`src/hw/lutac_defines.svh`:
```
// Offsets, field positions and reset values of the lookup table access regs.
// Assumes byte addressing with the lowest address of a word holding 31:24.
`ifndef LUTAC_DEFINES_SVH
`define LUTAC_DEFINES_SVH

`define LUTAC_KEY_HIGH_OFS 16'h0410
`define LUTAC_KEY_LOW_OFS 16'h0414
`define LUTAC_ALU_CTRL_OFS 16'h0418
`define LUTAC_SM_CTRL_OFS 16'h041c
`define LUTAC_ENTRY_BASE_OFS 16'h0420
`define LUTAC_ENTRY_LAST_BYTE 16'h042f

`define LUTAC_KEY_HIGH_WMASK 32'h807f_ffff
`define LUTAC_KEY_LOW_WMASK 32'hffff_ffff
`define LUTAC_ALU_CTRL_WMASK 32'h0000_001f
`define LUTAC_SM_CTRL_WMASK 32'h003f_007f

`define LUTAC_KEY_HIGH_RST 32'h0000_0000
`define LUTAC_KEY_LOW_RST 32'h0000_0000
`define LUTAC_ALU_CTRL_RST 32'h0000_0000
`define LUTAC_SM_CTRL_RST 32'h0000_0000
`define LUTAC_ENTRY_RST 32'h0000_0000
`define LUTAC_COUNT_RST 14'h0000

`define LUTAC_GROUP_MSB 22
`define LUTAC_GROUP_LSB 16
`define LUTAC_MACH_MSB 15
`define LUTAC_MACH_LSB 0
`define LUTAC_DIRECT_IDX_MSB 11
`define LUTAC_COUNT_MSB 29
`define LUTAC_COUNT_LSB 16
`define LUTAC_GO_BIT 7
`define LUTAC_VALID_BIT 6
`define LUTAC_VEOS_BIT 5
`define LUTAC_DIRECT_BIT 2
`define LUTAC_ACT_MSB 1
`define LUTAC_ACT_LSB 0
`define LUTAC_TIDX_MSB 21
`define LUTAC_TIDX_LSB 16
`define LUTAC_SIDX_MSB 19
`define LUTAC_TSEL_BIT 1
`define LUTAC_TRD_BIT 0

`endif

```
`src/hw/lutac_pkg.sv`:
```
// Types shared by the lookup table access control block.
// Assumes the constants header is included by each user.
package lutac_pkg;

  typedef enum logic [1:0] {
    LUTAC_OP_NOP = 2'h0,
    LUTAC_OP_WRITE = 2'h1,
    LUTAC_OP_READ = 2'h2,
    LUTAC_OP_SEARCH = 2'h3
  } lutac_op_t;

  typedef enum logic [1:0] {
    LUTAC_TBL_ALU = 2'h0,
    LUTAC_TBL_STATIC = 2'h1,
    LUTAC_TBL_MCAST = 2'h2
  } lutac_tbl_t;

  typedef enum logic [1:0] {
    LUTAC_ST_IDLE = 2'h0,
    LUTAC_ST_ACCESS = 2'h1,
    LUTAC_ST_SEARCH = 2'h3
  } lutac_state_t;

  typedef struct packed {
    lutac_tbl_t tsel;
    lutac_op_t op;
    logic direct;
    logic [11:0] index;
    logic [6:0] filter_group_id;
    logic [47:0] mac;
  } lutac_cmd_t;

  typedef logic [3:0][31:0] lutac_entry_t;

  typedef struct packed {
    logic wr;
    logic rd;
    logic [15:0] addr;
    logic [7:0] wdata;
  } lutac_host_req_t;

  typedef struct packed {
    logic rvalid;
    logic [7:0] rdata;
  } lutac_host_rsp_t;

endpackage

```
`src/hw/lutac_flag.sv`:
```
// Sticky flag that hardware sets and a reader clears.
// Assumes set and clear are single-cycle pulses on mclk_i.
`timescale 1ns/1ps
`default_nettype none
module lutac_flag (
  // Clock and reset
  input wire logic mclk_i,
  input wire logic rstn_i,
  // Control
  input wire logic set_i,
  input wire logic clr_i,
  output var logic q_o
);
  // An event landing with the clear is kept
  always_ff @(posedge mclk_i or negedge rstn_i) begin
    if (!rstn_i) begin
      q_o <= 1'b0;
    end else if (set_i) begin
      q_o <= 1'b1;
    end else if (clr_i) begin
      q_o <= 1'b0;
    end
  end
endmodule // lutac_flag
`default_nettype wire

```
`src/hw/lutac_cmd_build.sv`:
```
// Forms the table command from the key and control registers.
// Assumes the registers hold still while a table access runs.
`timescale 1ns/1ps
`default_nettype none
`include "lutac_defines.svh"
module lutac_cmd_build
  import lutac_pkg::*;
(
  // Register contents
  input wire logic [31:0] key_high_i,
  input wire logic [31:0] key_low_i,
  input wire logic [31:0] alu_ctrl_i,
  input wire logic [31:0] sm_ctrl_i,
  input wire logic pick_sm_i,
  // Command
  output var lutac_cmd_t cmd_o
);
  wire logic mcast_sel = sm_ctrl_i[`LUTAC_TSEL_BIT];
  wire lutac_tbl_t sm_tbl = mcast_sel ? LUTAC_TBL_MCAST : LUTAC_TBL_STATIC;
  wire lutac_op_t sm_op = sm_ctrl_i[`LUTAC_TRD_BIT] ? LUTAC_OP_READ
                                                     : LUTAC_OP_WRITE;
  wire logic [11:0] mcast_idx =
    {6'h00, sm_ctrl_i[`LUTAC_TIDX_MSB:`LUTAC_TIDX_LSB]};
  wire logic [11:0] static_idx =
    {8'h00, sm_ctrl_i[`LUTAC_SIDX_MSB:`LUTAC_TIDX_LSB]};
  wire logic [11:0] sm_idx = mcast_sel ? mcast_idx : static_idx;
  wire logic alu_direct = alu_ctrl_i[`LUTAC_DIRECT_BIT];
  wire lutac_op_t alu_op =
    lutac_op_t'(alu_ctrl_i[`LUTAC_ACT_MSB:`LUTAC_ACT_LSB]);
  wire logic [11:0] alu_idx =
    key_low_i[`LUTAC_DIRECT_IDX_MSB:0];

  always_comb begin
    cmd_o.filter_group_id =
      key_high_i[`LUTAC_GROUP_MSB:`LUTAC_GROUP_LSB];
    cmd_o.mac = {key_high_i[`LUTAC_MACH_MSB:`LUTAC_MACH_LSB],
                 key_low_i};
    if (pick_sm_i) begin
      cmd_o.tsel = sm_tbl;
      cmd_o.op = sm_op;
      cmd_o.direct = 1'b1;
      cmd_o.index = sm_idx;
    end else begin
      cmd_o.tsel = LUTAC_TBL_ALU;
      cmd_o.op = alu_op;
      cmd_o.direct = alu_direct;
      cmd_o.index = alu_direct ? alu_idx : 12'h000;
    end
  end
endmodule // lutac_cmd_build
`default_nettype wire

```
`src/hw/lutac_main.sv`:
```
// Register bank for lookup, static and reserved multicast table access.
// Assumes a byte-wide host register port and a table engine behind it
// that answers each request with an ack or, for a search, entry strobes.
`timescale 1ns/1ps
`default_nettype none
`include "lutac_defines.svh"

// Operation
// filter group id 22:16 feeds hash key
// key high 15:0 gives MAC 47:32
// key low gives MAC 31:0
// direct mode indexes with key low 11:0
// valid entry count shown after search
// lookup go bit self-clears when done
// entry ready set, cleared reading 0x042F
// bit 5 is ready or search ended
// bit 2 picks direct or hashed index
// action 00 nop 01 write 10 read 11 search
// multicast table uses index bits 21:16
// static table uses index bits 19:16
// static/multicast go bit self-clears when done
// bit 1 picks multicast or static table
// bit 0 picks read or write
// static uses four entry words, multicast second
// lookup data through entry words, key from index
// fourth entry word at 0x042C to 0x042F
// host leaves busy table registers alone
// after last byte read, fetch next entry
module lutac_main
  import lutac_pkg::*;
(
  // Clock and reset
  input wire logic mclk_i,
  input wire logic rstn_i,
  // Host register port
  input wire lutac_host_req_t host_req_i,
  output var lutac_host_rsp_t host_rsp_o,
  // Table request
  output var logic tbl_req_o,
  output var lutac_cmd_t tbl_cmd_o,
  output var lutac_entry_t tbl_wdata_o,
  // Table answer
  input wire logic tbl_ack_i,
  input wire lutac_entry_t tbl_rdata_i,
  // Search stream
  input wire logic srch_entry_i,
  input wire logic srch_end_i,
  input wire logic [13:0] srch_count_i,
  output var logic srch_next_o
);

  // Lane 0 is bits 31:24; the mask keeps read-only bits untouched
  function automatic logic [31:0] merge_byte(input logic [31:0] old,
                                             input logic [1:0] lane,
                                             input logic [7:0] data,
                                             input logic [31:0] wmask);
    logic [31:0] lane_mask;
    logic [31:0] shifted;
    lane_mask = 32'hff00_0000 >> {lane, 3'h0};
    shifted = {data, 24'h00_0000} >> {lane, 3'h0};
    merge_byte = (old & ~(lane_mask & wmask)) | (shifted & lane_mask & wmask);
  endfunction

  // Decode of a word address; the two low bits only pick the lane
  function automatic logic hits_word(input logic [15:0] addr,
                                     input logic [15:0] ofs);
    hits_word = addr[15:2] == ofs[15:2];
  endfunction

  // Big-endian byte pick for the read answer
  function automatic logic [7:0] pick_byte(input logic [31:0] word,
                                           input logic [1:0] lane);
    logic [31:0] shifted;
    shifted = word << {lane, 3'h0};
    pick_byte = shifted[31:24];
  endfunction

  lutac_state_t state;
  lutac_state_t next_state;
  logic [31:0] key_high;
  logic [31:0] key_low;
  logic [31:0] alu_ctrl;
  logic [31:0] sm_ctrl;
  logic alu_go;
  logic sm_go;
  logic [13:0] valid_count;
  lutac_entry_t entry;
  lutac_cmd_t built_cmd;
  logic entry_ready;
  logic search_ended;

  // Host decode
  wire logic [1:0] lane = host_req_i.addr[1:0];
  wire logic [15:0] word_addr = {host_req_i.addr[15:2], 2'h0};
  wire logic [15:0] ent_base = `LUTAC_ENTRY_BASE_OFS;
  wire logic hit_kh = hits_word(word_addr, `LUTAC_KEY_HIGH_OFS);
  wire logic hit_kl = hits_word(word_addr, `LUTAC_KEY_LOW_OFS);
  wire logic hit_alu = hits_word(word_addr, `LUTAC_ALU_CTRL_OFS);
  wire logic hit_sm = hits_word(word_addr, `LUTAC_SM_CTRL_OFS);
  // Entry words sit at four consecutive word addresses
  wire logic hit_ent = word_addr[15:4] == ent_base[15:4];
  wire logic [1:0] ent_sel = word_addr[3:2];
  wire logic wr_kh = host_req_i.wr && hit_kh;
  wire logic wr_kl = host_req_i.wr && hit_kl;
  wire logic wr_alu = host_req_i.wr && hit_alu;
  wire logic wr_sm = host_req_i.wr && hit_sm;
  // Go bits live in the last byte lane of each control word
  wire logic go_lane = lane == 2'h3;
  wire logic go_bit_wr = host_req_i.wdata[`LUTAC_GO_BIT];

  // Starting is only taken when nothing is pending or running, so a
  // second go cannot overtake the access already in progress.
  wire logic engine_free = state == LUTAC_ST_IDLE && !alu_go && !sm_go;
  wire logic alu_start = wr_alu && go_lane && go_bit_wr && engine_free;
  wire logic sm_start = wr_sm && go_lane && go_bit_wr && engine_free;

  // The entry-ready flag clears on a read of the very last data byte
  wire logic last_byte_rd = host_req_i.rd &&
                            host_req_i.addr == `LUTAC_ENTRY_LAST_BYTE;

  // Sequencer decisions
  wire logic issue_alu = state == LUTAC_ST_IDLE && alu_go;
  wire logic issue_sm = state == LUTAC_ST_IDLE && !alu_go && sm_go;
  wire logic issue_nop = issue_alu && built_cmd.op == LUTAC_OP_NOP;
  wire logic issue_srch = issue_alu && built_cmd.op == LUTAC_OP_SEARCH;
  // A search is announced to the engine by a request of its own
  wire logic issue_any = (issue_alu && !issue_nop) || issue_sm;
  wire logic access_done = state == LUTAC_ST_ACCESS && tbl_ack_i;
  wire logic in_search = state == LUTAC_ST_SEARCH;
  wire logic srch_hit = in_search && srch_entry_i;
  wire logic srch_fin = in_search && srch_end_i;
  wire logic load_read = access_done && tbl_cmd_o.op == LUTAC_OP_READ;
  // Only the second entry word takes a multicast read
  wire logic load_mcast = tbl_cmd_o.tsel == LUTAC_TBL_MCAST;
  wire logic ask_next = in_search && entry_ready && last_byte_rd;
  wire logic alu_is_tbl = tbl_cmd_o.tsel == LUTAC_TBL_ALU;
  // Completion of each table's access
  wire logic alu_done = issue_nop || srch_fin || (access_done && alu_is_tbl);
  wire logic sm_done = access_done && !alu_is_tbl;

  // Readback
  wire logic [31:0] alu_view = {2'h0, valid_count, 8'h00, alu_go,
                                entry_ready, entry_ready | search_ended,
                                alu_ctrl[4:0]};
  wire logic [31:0] sm_view = {sm_ctrl[31:8], sm_go, sm_ctrl[6:0]};
  wire logic [31:0] rd_word =
    hit_kh ? key_high :
    hit_kl ? key_low :
    hit_alu ? alu_view :
    hit_sm ? sm_view :
    hit_ent ? entry[ent_sel] : 32'h0000_0000;
  wire logic [7:0] rd_byte = pick_byte(rd_word, lane);

  lutac_cmd_build u_cmd_build (
    .key_high_i(key_high),
    .key_low_i(key_low),
    .alu_ctrl_i(alu_ctrl),
    .sm_ctrl_i(sm_ctrl),
    .pick_sm_i(!alu_go),
    .cmd_o(built_cmd)
  );

  lutac_flag u_entry_ready (
    .mclk_i(mclk_i),
    .rstn_i(rstn_i),
    .set_i(srch_hit),
    .clr_i(last_byte_rd || issue_srch),
    .q_o(entry_ready)
  );

  // Stays set after the end so bit 5 still reads one once idle
  lutac_flag u_search_ended (
    .mclk_i(mclk_i),
    .rstn_i(rstn_i),
    .set_i(srch_fin),
    .clr_i(issue_srch),
    .q_o(search_ended)
  );

  // Sequencer
  // There is no timeout: a silent engine leaves the go bit set, which
  // software sees as a table that never finishes.
  always_comb begin
    next_state = state;
    unique case (state)
      LUTAC_ST_IDLE: begin
        if (issue_srch) begin
          next_state = LUTAC_ST_SEARCH;
        end else if (issue_any) begin
          next_state = LUTAC_ST_ACCESS;
        end
      end
      LUTAC_ST_ACCESS: begin
        if (tbl_ack_i) begin
          next_state = LUTAC_ST_IDLE;
        end
      end
      LUTAC_ST_SEARCH: begin
        if (srch_end_i) begin
          next_state = LUTAC_ST_IDLE;
        end
      end
      default: begin
        next_state = LUTAC_ST_IDLE;
      end
    endcase
  end

  always_ff @(posedge mclk_i or negedge rstn_i) begin
    if (!rstn_i) begin
      state <= LUTAC_ST_IDLE;
    end else begin
      state <= next_state;
    end
  end

  // Key and control registers; reserved read-write bits are kept so
  // software reads back what it wrote
  always_ff @(posedge mclk_i or negedge rstn_i) begin
    if (!rstn_i) begin
      key_high <= `LUTAC_KEY_HIGH_RST;
    end else if (wr_kh) begin
      key_high <= merge_byte(key_high, lane, host_req_i.wdata,
                             `LUTAC_KEY_HIGH_WMASK);
    end
  end

  always_ff @(posedge mclk_i or negedge rstn_i) begin
    if (!rstn_i) begin
      key_low <= `LUTAC_KEY_LOW_RST;
    end else if (wr_kl) begin
      key_low <= merge_byte(key_low, lane, host_req_i.wdata,
                            `LUTAC_KEY_LOW_WMASK);
    end
  end

  always_ff @(posedge mclk_i or negedge rstn_i) begin
    if (!rstn_i) begin
      alu_ctrl <= `LUTAC_ALU_CTRL_RST;
    end else if (wr_alu) begin
      alu_ctrl <= merge_byte(alu_ctrl, lane, host_req_i.wdata,
                             `LUTAC_ALU_CTRL_WMASK);
    end
  end

  always_ff @(posedge mclk_i or negedge rstn_i) begin
    if (!rstn_i) begin
      sm_ctrl <= `LUTAC_SM_CTRL_RST;
    end else if (wr_sm) begin
      sm_ctrl <= merge_byte(sm_ctrl, lane, host_req_i.wdata,
                            `LUTAC_SM_CTRL_WMASK);
    end
  end

  // Go bits: set by the host, cleared by the sequencer on completion
  always_ff @(posedge mclk_i or negedge rstn_i) begin
    if (!rstn_i) begin
      alu_go <= 1'b0;
    end else if (alu_start) begin
      alu_go <= 1'b1;
    end else if (alu_done) begin
      alu_go <= 1'b0;
    end
  end

  always_ff @(posedge mclk_i or negedge rstn_i) begin
    if (!rstn_i) begin
      sm_go <= 1'b0;
    end else if (sm_start) begin
      sm_go <= 1'b1;
    end else if (sm_done) begin
      sm_go <= 1'b0;
    end
  end

  // Count is only refreshed at the end of a search; it keeps the last
  // result across other accesses.
  always_ff @(posedge mclk_i or negedge rstn_i) begin
    if (!rstn_i) begin
      valid_count <= `LUTAC_COUNT_RST;
    end else if (srch_fin) begin
      valid_count <= srch_count_i;
    end
  end

  // Entry data words, one per generate step
  for (genvar i = 0; i < 4; i++) begin : g_entry
    wire logic host_wr = host_req_i.wr && hit_ent && ent_sel == 2'(i);
    wire logic word_used = !load_mcast || i == 1;
    wire logic hw_load = (load_read && word_used) || srch_hit;
    wire logic [31:0] host_word =
      merge_byte(entry[i], lane, host_req_i.wdata, 32'hffff_ffff);
    // A table load in the same cycle as a host write wins
    always_ff @(posedge mclk_i or negedge rstn_i) begin
      if (!rstn_i) begin
        entry[i] <= `LUTAC_ENTRY_RST;
      end else if (hw_load) begin
        entry[i] <= tbl_rdata_i[i];
      end else if (host_wr) begin
        entry[i] <= host_word;
      end
    end
  end

  // Table request, registered so the outputs come from flip-flops
  always_ff @(posedge mclk_i or negedge rstn_i) begin
    if (!rstn_i) begin
      tbl_req_o <= 1'b0;
    end else begin
      tbl_req_o <= issue_any;
    end
  end

  // Command and data snapshot hold until the next request
  always_ff @(posedge mclk_i or negedge rstn_i) begin
    if (!rstn_i) begin
      tbl_cmd_o <= '0;
      tbl_wdata_o <= '0;
    end else if (issue_any) begin
      tbl_cmd_o <= built_cmd;
      tbl_wdata_o <= entry;
    end
  end

  // One-cycle request for the next entry once the host has drained
  // the last data byte
  always_ff @(posedge mclk_i or negedge rstn_i) begin
    if (!rstn_i) begin
      srch_next_o <= 1'b0;
    end else begin
      srch_next_o <= ask_next;
    end
  end

  // Host answer: one cycle after the read strobe
  always_ff @(posedge mclk_i or negedge rstn_i) begin
    if (!rstn_i) begin
      host_rsp_o <= '0;
    end else begin
      host_rsp_o.rvalid <= host_req_i.rd;
      host_rsp_o.rdata <= host_req_i.rd ? rd_byte : 8'h00;
    end
  end

endmodule // lutac_main
`default_nettype wire

```
`config.mk`:
```
export PLATFORM = sky130hd
export DESIGN_NAME = lutac_main
export DESIGN_NICKNAME = d
export VERILOG_FILES = /design/src/hw/lutac_pkg.sv /design/src/hw/lutac_flag.sv /design/src/hw/lutac_cmd_build.sv /design/src/hw/lutac_main.sv
export VERILOG_INCLUDE_DIRS = /design/src /design/src/hw
export SDC_FILE = /design/constraint.sdc
export NUM_CORES = 1
export LEC_CHECK = 0
export CORE_UTILIZATION = 54
export DETAILED_ROUTE_END_ITERATION = 6
export DONT_BUFFER_PORTS = 1
export HOLD_SLACK_MARGIN = 0.12
export PLACE_DENSITY_LB_ADDON = 0.15
export SETUP_SLACK_MARGIN = 0.15
export SYNTH_ARGS = -nofsm -noshare
export SYNTH_HDL_FRONTEND = slang
export SYNTH_SLANG_ARGS = --single-unit
```
`constraint.sdc`:
```
create_clock -name mclk_i -period 4 [get_ports mclk_i]
set_input_delay 0.2 -clock mclk_i [delete_from_list [all_inputs] [get_ports mclk_i]]
set_output_delay 0.2 -clock mclk_i [all_outputs]
set_load 0.03 [all_outputs]
```
==> Implementation_results.wiki <==
{| class="wikitable"
! Metric !! Value
|-
| Part of the Yosys area used for sequential elements || 0.5509
|-
| Detailed-route wire length || about 70000 um
|-
| DRC violation count after routing || 32
|-
| Maximum level of the CTS H-tree || 2
|-
| Total of cells resized after clock tree synthesis || 0
|-
| Number of violations of the max-capacitance limit || 0
|-
| Number of hold violations in the final report || 433
|-
| Setup repair after global routing missed its margin || no
|-
| YS warnings || 0
|-
| Post-route clock period utilization || 0.7915
|-
| Final Skew || 0.02870 ns
|-
| Die Y-Extent || between 150 and 200 um
|-
| Area delta synth->final || 21.18%
|-
| Number of global-route vias before repair || approximately 16000
|-
| Post-route setup TNS || 0 ns
|-
| Total number of vias || roughly 16000
|-
| GRT Util Overall || 0.3792
|-
| Longest individual stage delay on the worst path || roughly 0.67 ns
|-
| #FFs+latches synth || between 400 and 500
|-
| Max transition margin || 0.1657
|-
| Type of the most critical hold path || in2async
|-
| Global-route wire length before repair || approximately 100000 um
|-
| Final GP Congestion || roughly 1
|-
| Initial antenna violation count || 4
|-
| Worst endpoint data arrival time || 3.63 ns
|-
| Grt ovf || 0
|-
| Worst R2R Setup Slack || 0.86 ns
|-
| Classification of the worst setup path || in2reg
|-
| CP Cell Sequence || or4b_1 > or3_1 > buf_4 > or4_4 > or2_1 > mux2i_1 > o21ai_1 > dlygate4sd3_1
|-
| Clock latency at the later pin of the worst-skew pair || 0.59 ns
|-
| Vias per Instance || 6.080
|-
| Filler instances || between 2000 and 3000
|-
| Routed Antenna Nets || 0
|-
| Post-CTS Setup Bufs || 0
|-
| Clock-pin slew on the worst setup and hold paths || 0.06 ns
|-
| Sequential cell area || around 11000 um2
|-
| Pins Over Slew Limit || 0
|-
| Dominant cell type by area after synthesis || dfrtp_1
|-
| Routed WL per cell || about 26 um
|-
| Avg Cell Area, Syn || 9.844 um2
|-
| Area share of the leading cell type in the synthesized netlist || 0.5509
|-
| Worst path top cell family by delay || simple AND/OR/NAND/NOR gates
|-
| Share of the core filled with cells in the final layout || 0.6668
|-
| Distinct cell type count of the synthesized netlist || 62
|-
| Leakage component of the power || roughly 12 nW
|-
| Final setup violation count || 0
|-
| Violated checks || design-rule violations, negative hold slack
|-
| Layout cell share with drive strength beyond 1 || 0.09496
|-
| Power density cells || about 400 nW/um2
|-
| Number of port buffers || 0
|-
| Hold buffer count at cts || 243
|-
| CTS tree || built
|-
| Clock Sink Count || between 400 and 500
|-
| Detailed router's first-iteration violation count || ~1500
|-
| Max stage delay cell, worst path || or4b_1
|-
| Nets || 2341
|-
| Count of TritonRoute iterations in the first routing pass || 7
|-
| Syn Std Cell Area || 19670 um2
|-
| Fraction of registers with async set or reset after synthesis || 1.000
|-
| Row count || between 60 and 70
|-
| WHS || -0.6677 ns
|-
| Placed wire-length estimate || between 40000 and 50000 um
|-
| Leading post-synthesis cells by cell area || dfrtp_1 (55%), nand2_1 (13%), mux2i_1 (8.8%)
|-
| X dimension of the die || just under 200 um
|-
| Number of enable-type register cells in the synthesized netlist || 0
|-
| Number of buffers on the longest clock path || 3
|-
| CP Capture Type || flop
|-
| Maximum number of pins on one net before global-route repair || between 400 and 500
|-
| Worst Path Buf+Inv || 2
|-
| F_max || 0.3158 GHz
|-
| Maximum fanout encountered on the critical timing path || 11
|-
| Peak supply drop || between 0.3 and 0.4 mV
|-
| Clock period minus worst slack || between 3 and 4 ns
|-
| Most common flop cell mapped by yosys || dfrtp_1
|-
| Number of buffers added by the clock tree synthesis step || 46
|-
| Multi-input gate area in the final layout || between 8000 and 9000 um2
|-
| Slew at the pin closest to its max-slew limit || about 1.2 ns
|-
| Die Outline Area || between 30000 and 40000 um2
|-
| Total core area || approximately 36000 um2
|-
| Post-synthesis net count || between 2000 and 2500
|-
| Starting density of the core || 0.5503
|-
| Result of the run || finished, violations left
|-
| Buffer type at the clock tree root || clkbuf_16
|-
| Number of top-level pins || roughly 380
|-
| Synthesized instance count || roughly 2000
|-
| Required time of the worst setup path || 4.46 ns
|-
| Power consumption || roughly 0.0095 W
|-
| Category of the worst setup path launch point || input port
|}
[Yosys cell counts, drive strengths merged, types with 2 or more instances]
| cell type | n |
|---|---|
| a221oi | 7 |
| o221ai | 12 |
| or4b | 2 |
| nand3 | 20 |
| nand2 | 691 |
| o2bb2ai | 5 |
| clkbuf | 120 |
| o22ai | 14 |
| and3 | 10 |
| nor3 | 12 |
| buf | 25 |
| a21o | 6 |
| o21a | 2 |
| o31ai | 3 |
| mux2i | 173 |
| a21oi | 78 |
| a222oi | 2 |
| dfrtp | 433 |
| a31oi | 6 |
| mux4 | 7 |
| nor4 | 13 |
| nand2b | 6 |
| o21ai | 134 |
| nor2 | 60 |
| or2 | 3 |
| mux2 | 87 |
| and2 | 5 |
| or4 | 3 |
| inv | 6 |
| o211ai | 2 |
| nand4 | 5 |
| a22oi | 10 |
| nor2b | 9 |
| a22o | 6 |
| and4b | 5 |
[cell families after synthesis]
kind of cell | share of synthesized area
flip-flops | 0.5509
AND/OR/NAND/NOR | 0.1849
buffers and inverters | 0.03079
multiplexers | 0.1459
AO/OA/AOI/OAI | 0.08753
[per-stage QoR]
stage                     setup WS [ns]  std cells  area [um2]
final                            0.8339       2664       23830
after global routing             0.7102       2664       23830
after CTS                        0.9189       2662       23830
after detailed placement         0.8727       2338       19920
after global placement           0.8945       2338       19920
after floorplan                   1.296       1998       19670
[power breakdown]
group	internal (W)	leakage [nW]	switching, W
Clock	0.00244	0.721	0.00178
Sequential	0.00450	5.84	0.000147
Combinational	0.000339	4.97	0.000283
Total	0.00729	11.5	0.00221
[path summary, 6_finish.rpt]
check,depth (start not counted),start,end
max in group asynchronous,0,rstn_i,async pin
hold reg to reg,2,u_search_ended.q_o,u_search_ended.q_o
hold / removal,0,rstn_i,tbl_cmd_o[1]
min in group mclk_i,2,host_req_i[25],flop
setup reg to reg,6,tbl_cmd_o[69],flop
setup / recovery,8,host_req_i[23],flop
[cell usage in the layout, fill, tap and decap left out, types with 12 or more instances in the layout]
cell type and instances:
mux2_2 87, nand3_1 20, o21ai_1 14, clkbuf_16 46, nand2_1 690, nor2_1 57
mux2i_1 173, dfrtp_1 433, o221ai_1 12, o21ai_0 119, buf_4 21, o22ai_1 14
a21oi_1 78, clkbuf_1 14, dlygate4sd3_1 243
[worst register-to-register path: stages, from the launching register on]
cell           delay, ns
dfrtp_1             0.55
nor4bb_1            0.61
o21ai_4             0.11
a31oi_4             0.24
buf_4               0.64
o21ai_0             0.28
dlygate4sd3_1       0.60
[final cells by class]
| cell class | count | share of cell area |
|---|---|---|
| clock inverter | 11 | 0.005565 |
| clock buffer | 70 | 0.05628 |
| multi-input combinational | 1413 | 0.3466 |
| inverter | 7 | 0.001312 |
| sequential | 433 | 0.4546 |
| tap | 461 | 0.02420 |
| antenna | 2 | 0.0002100 |
| timing repair buffer | 267 | 0.1112 |
[routing by layer]
| layer | global-route usage | wire length [um] |
|---|---|---|
| met1 | 0.4828 | 27470 |
| met2 | 0.6210 | 33810 |
| met3 | 0.07365 | 5465 |
| met4 | 0.1805 | 3481 |
| met5 | 0 | 0 |
(Power assumes the default switching activity.)
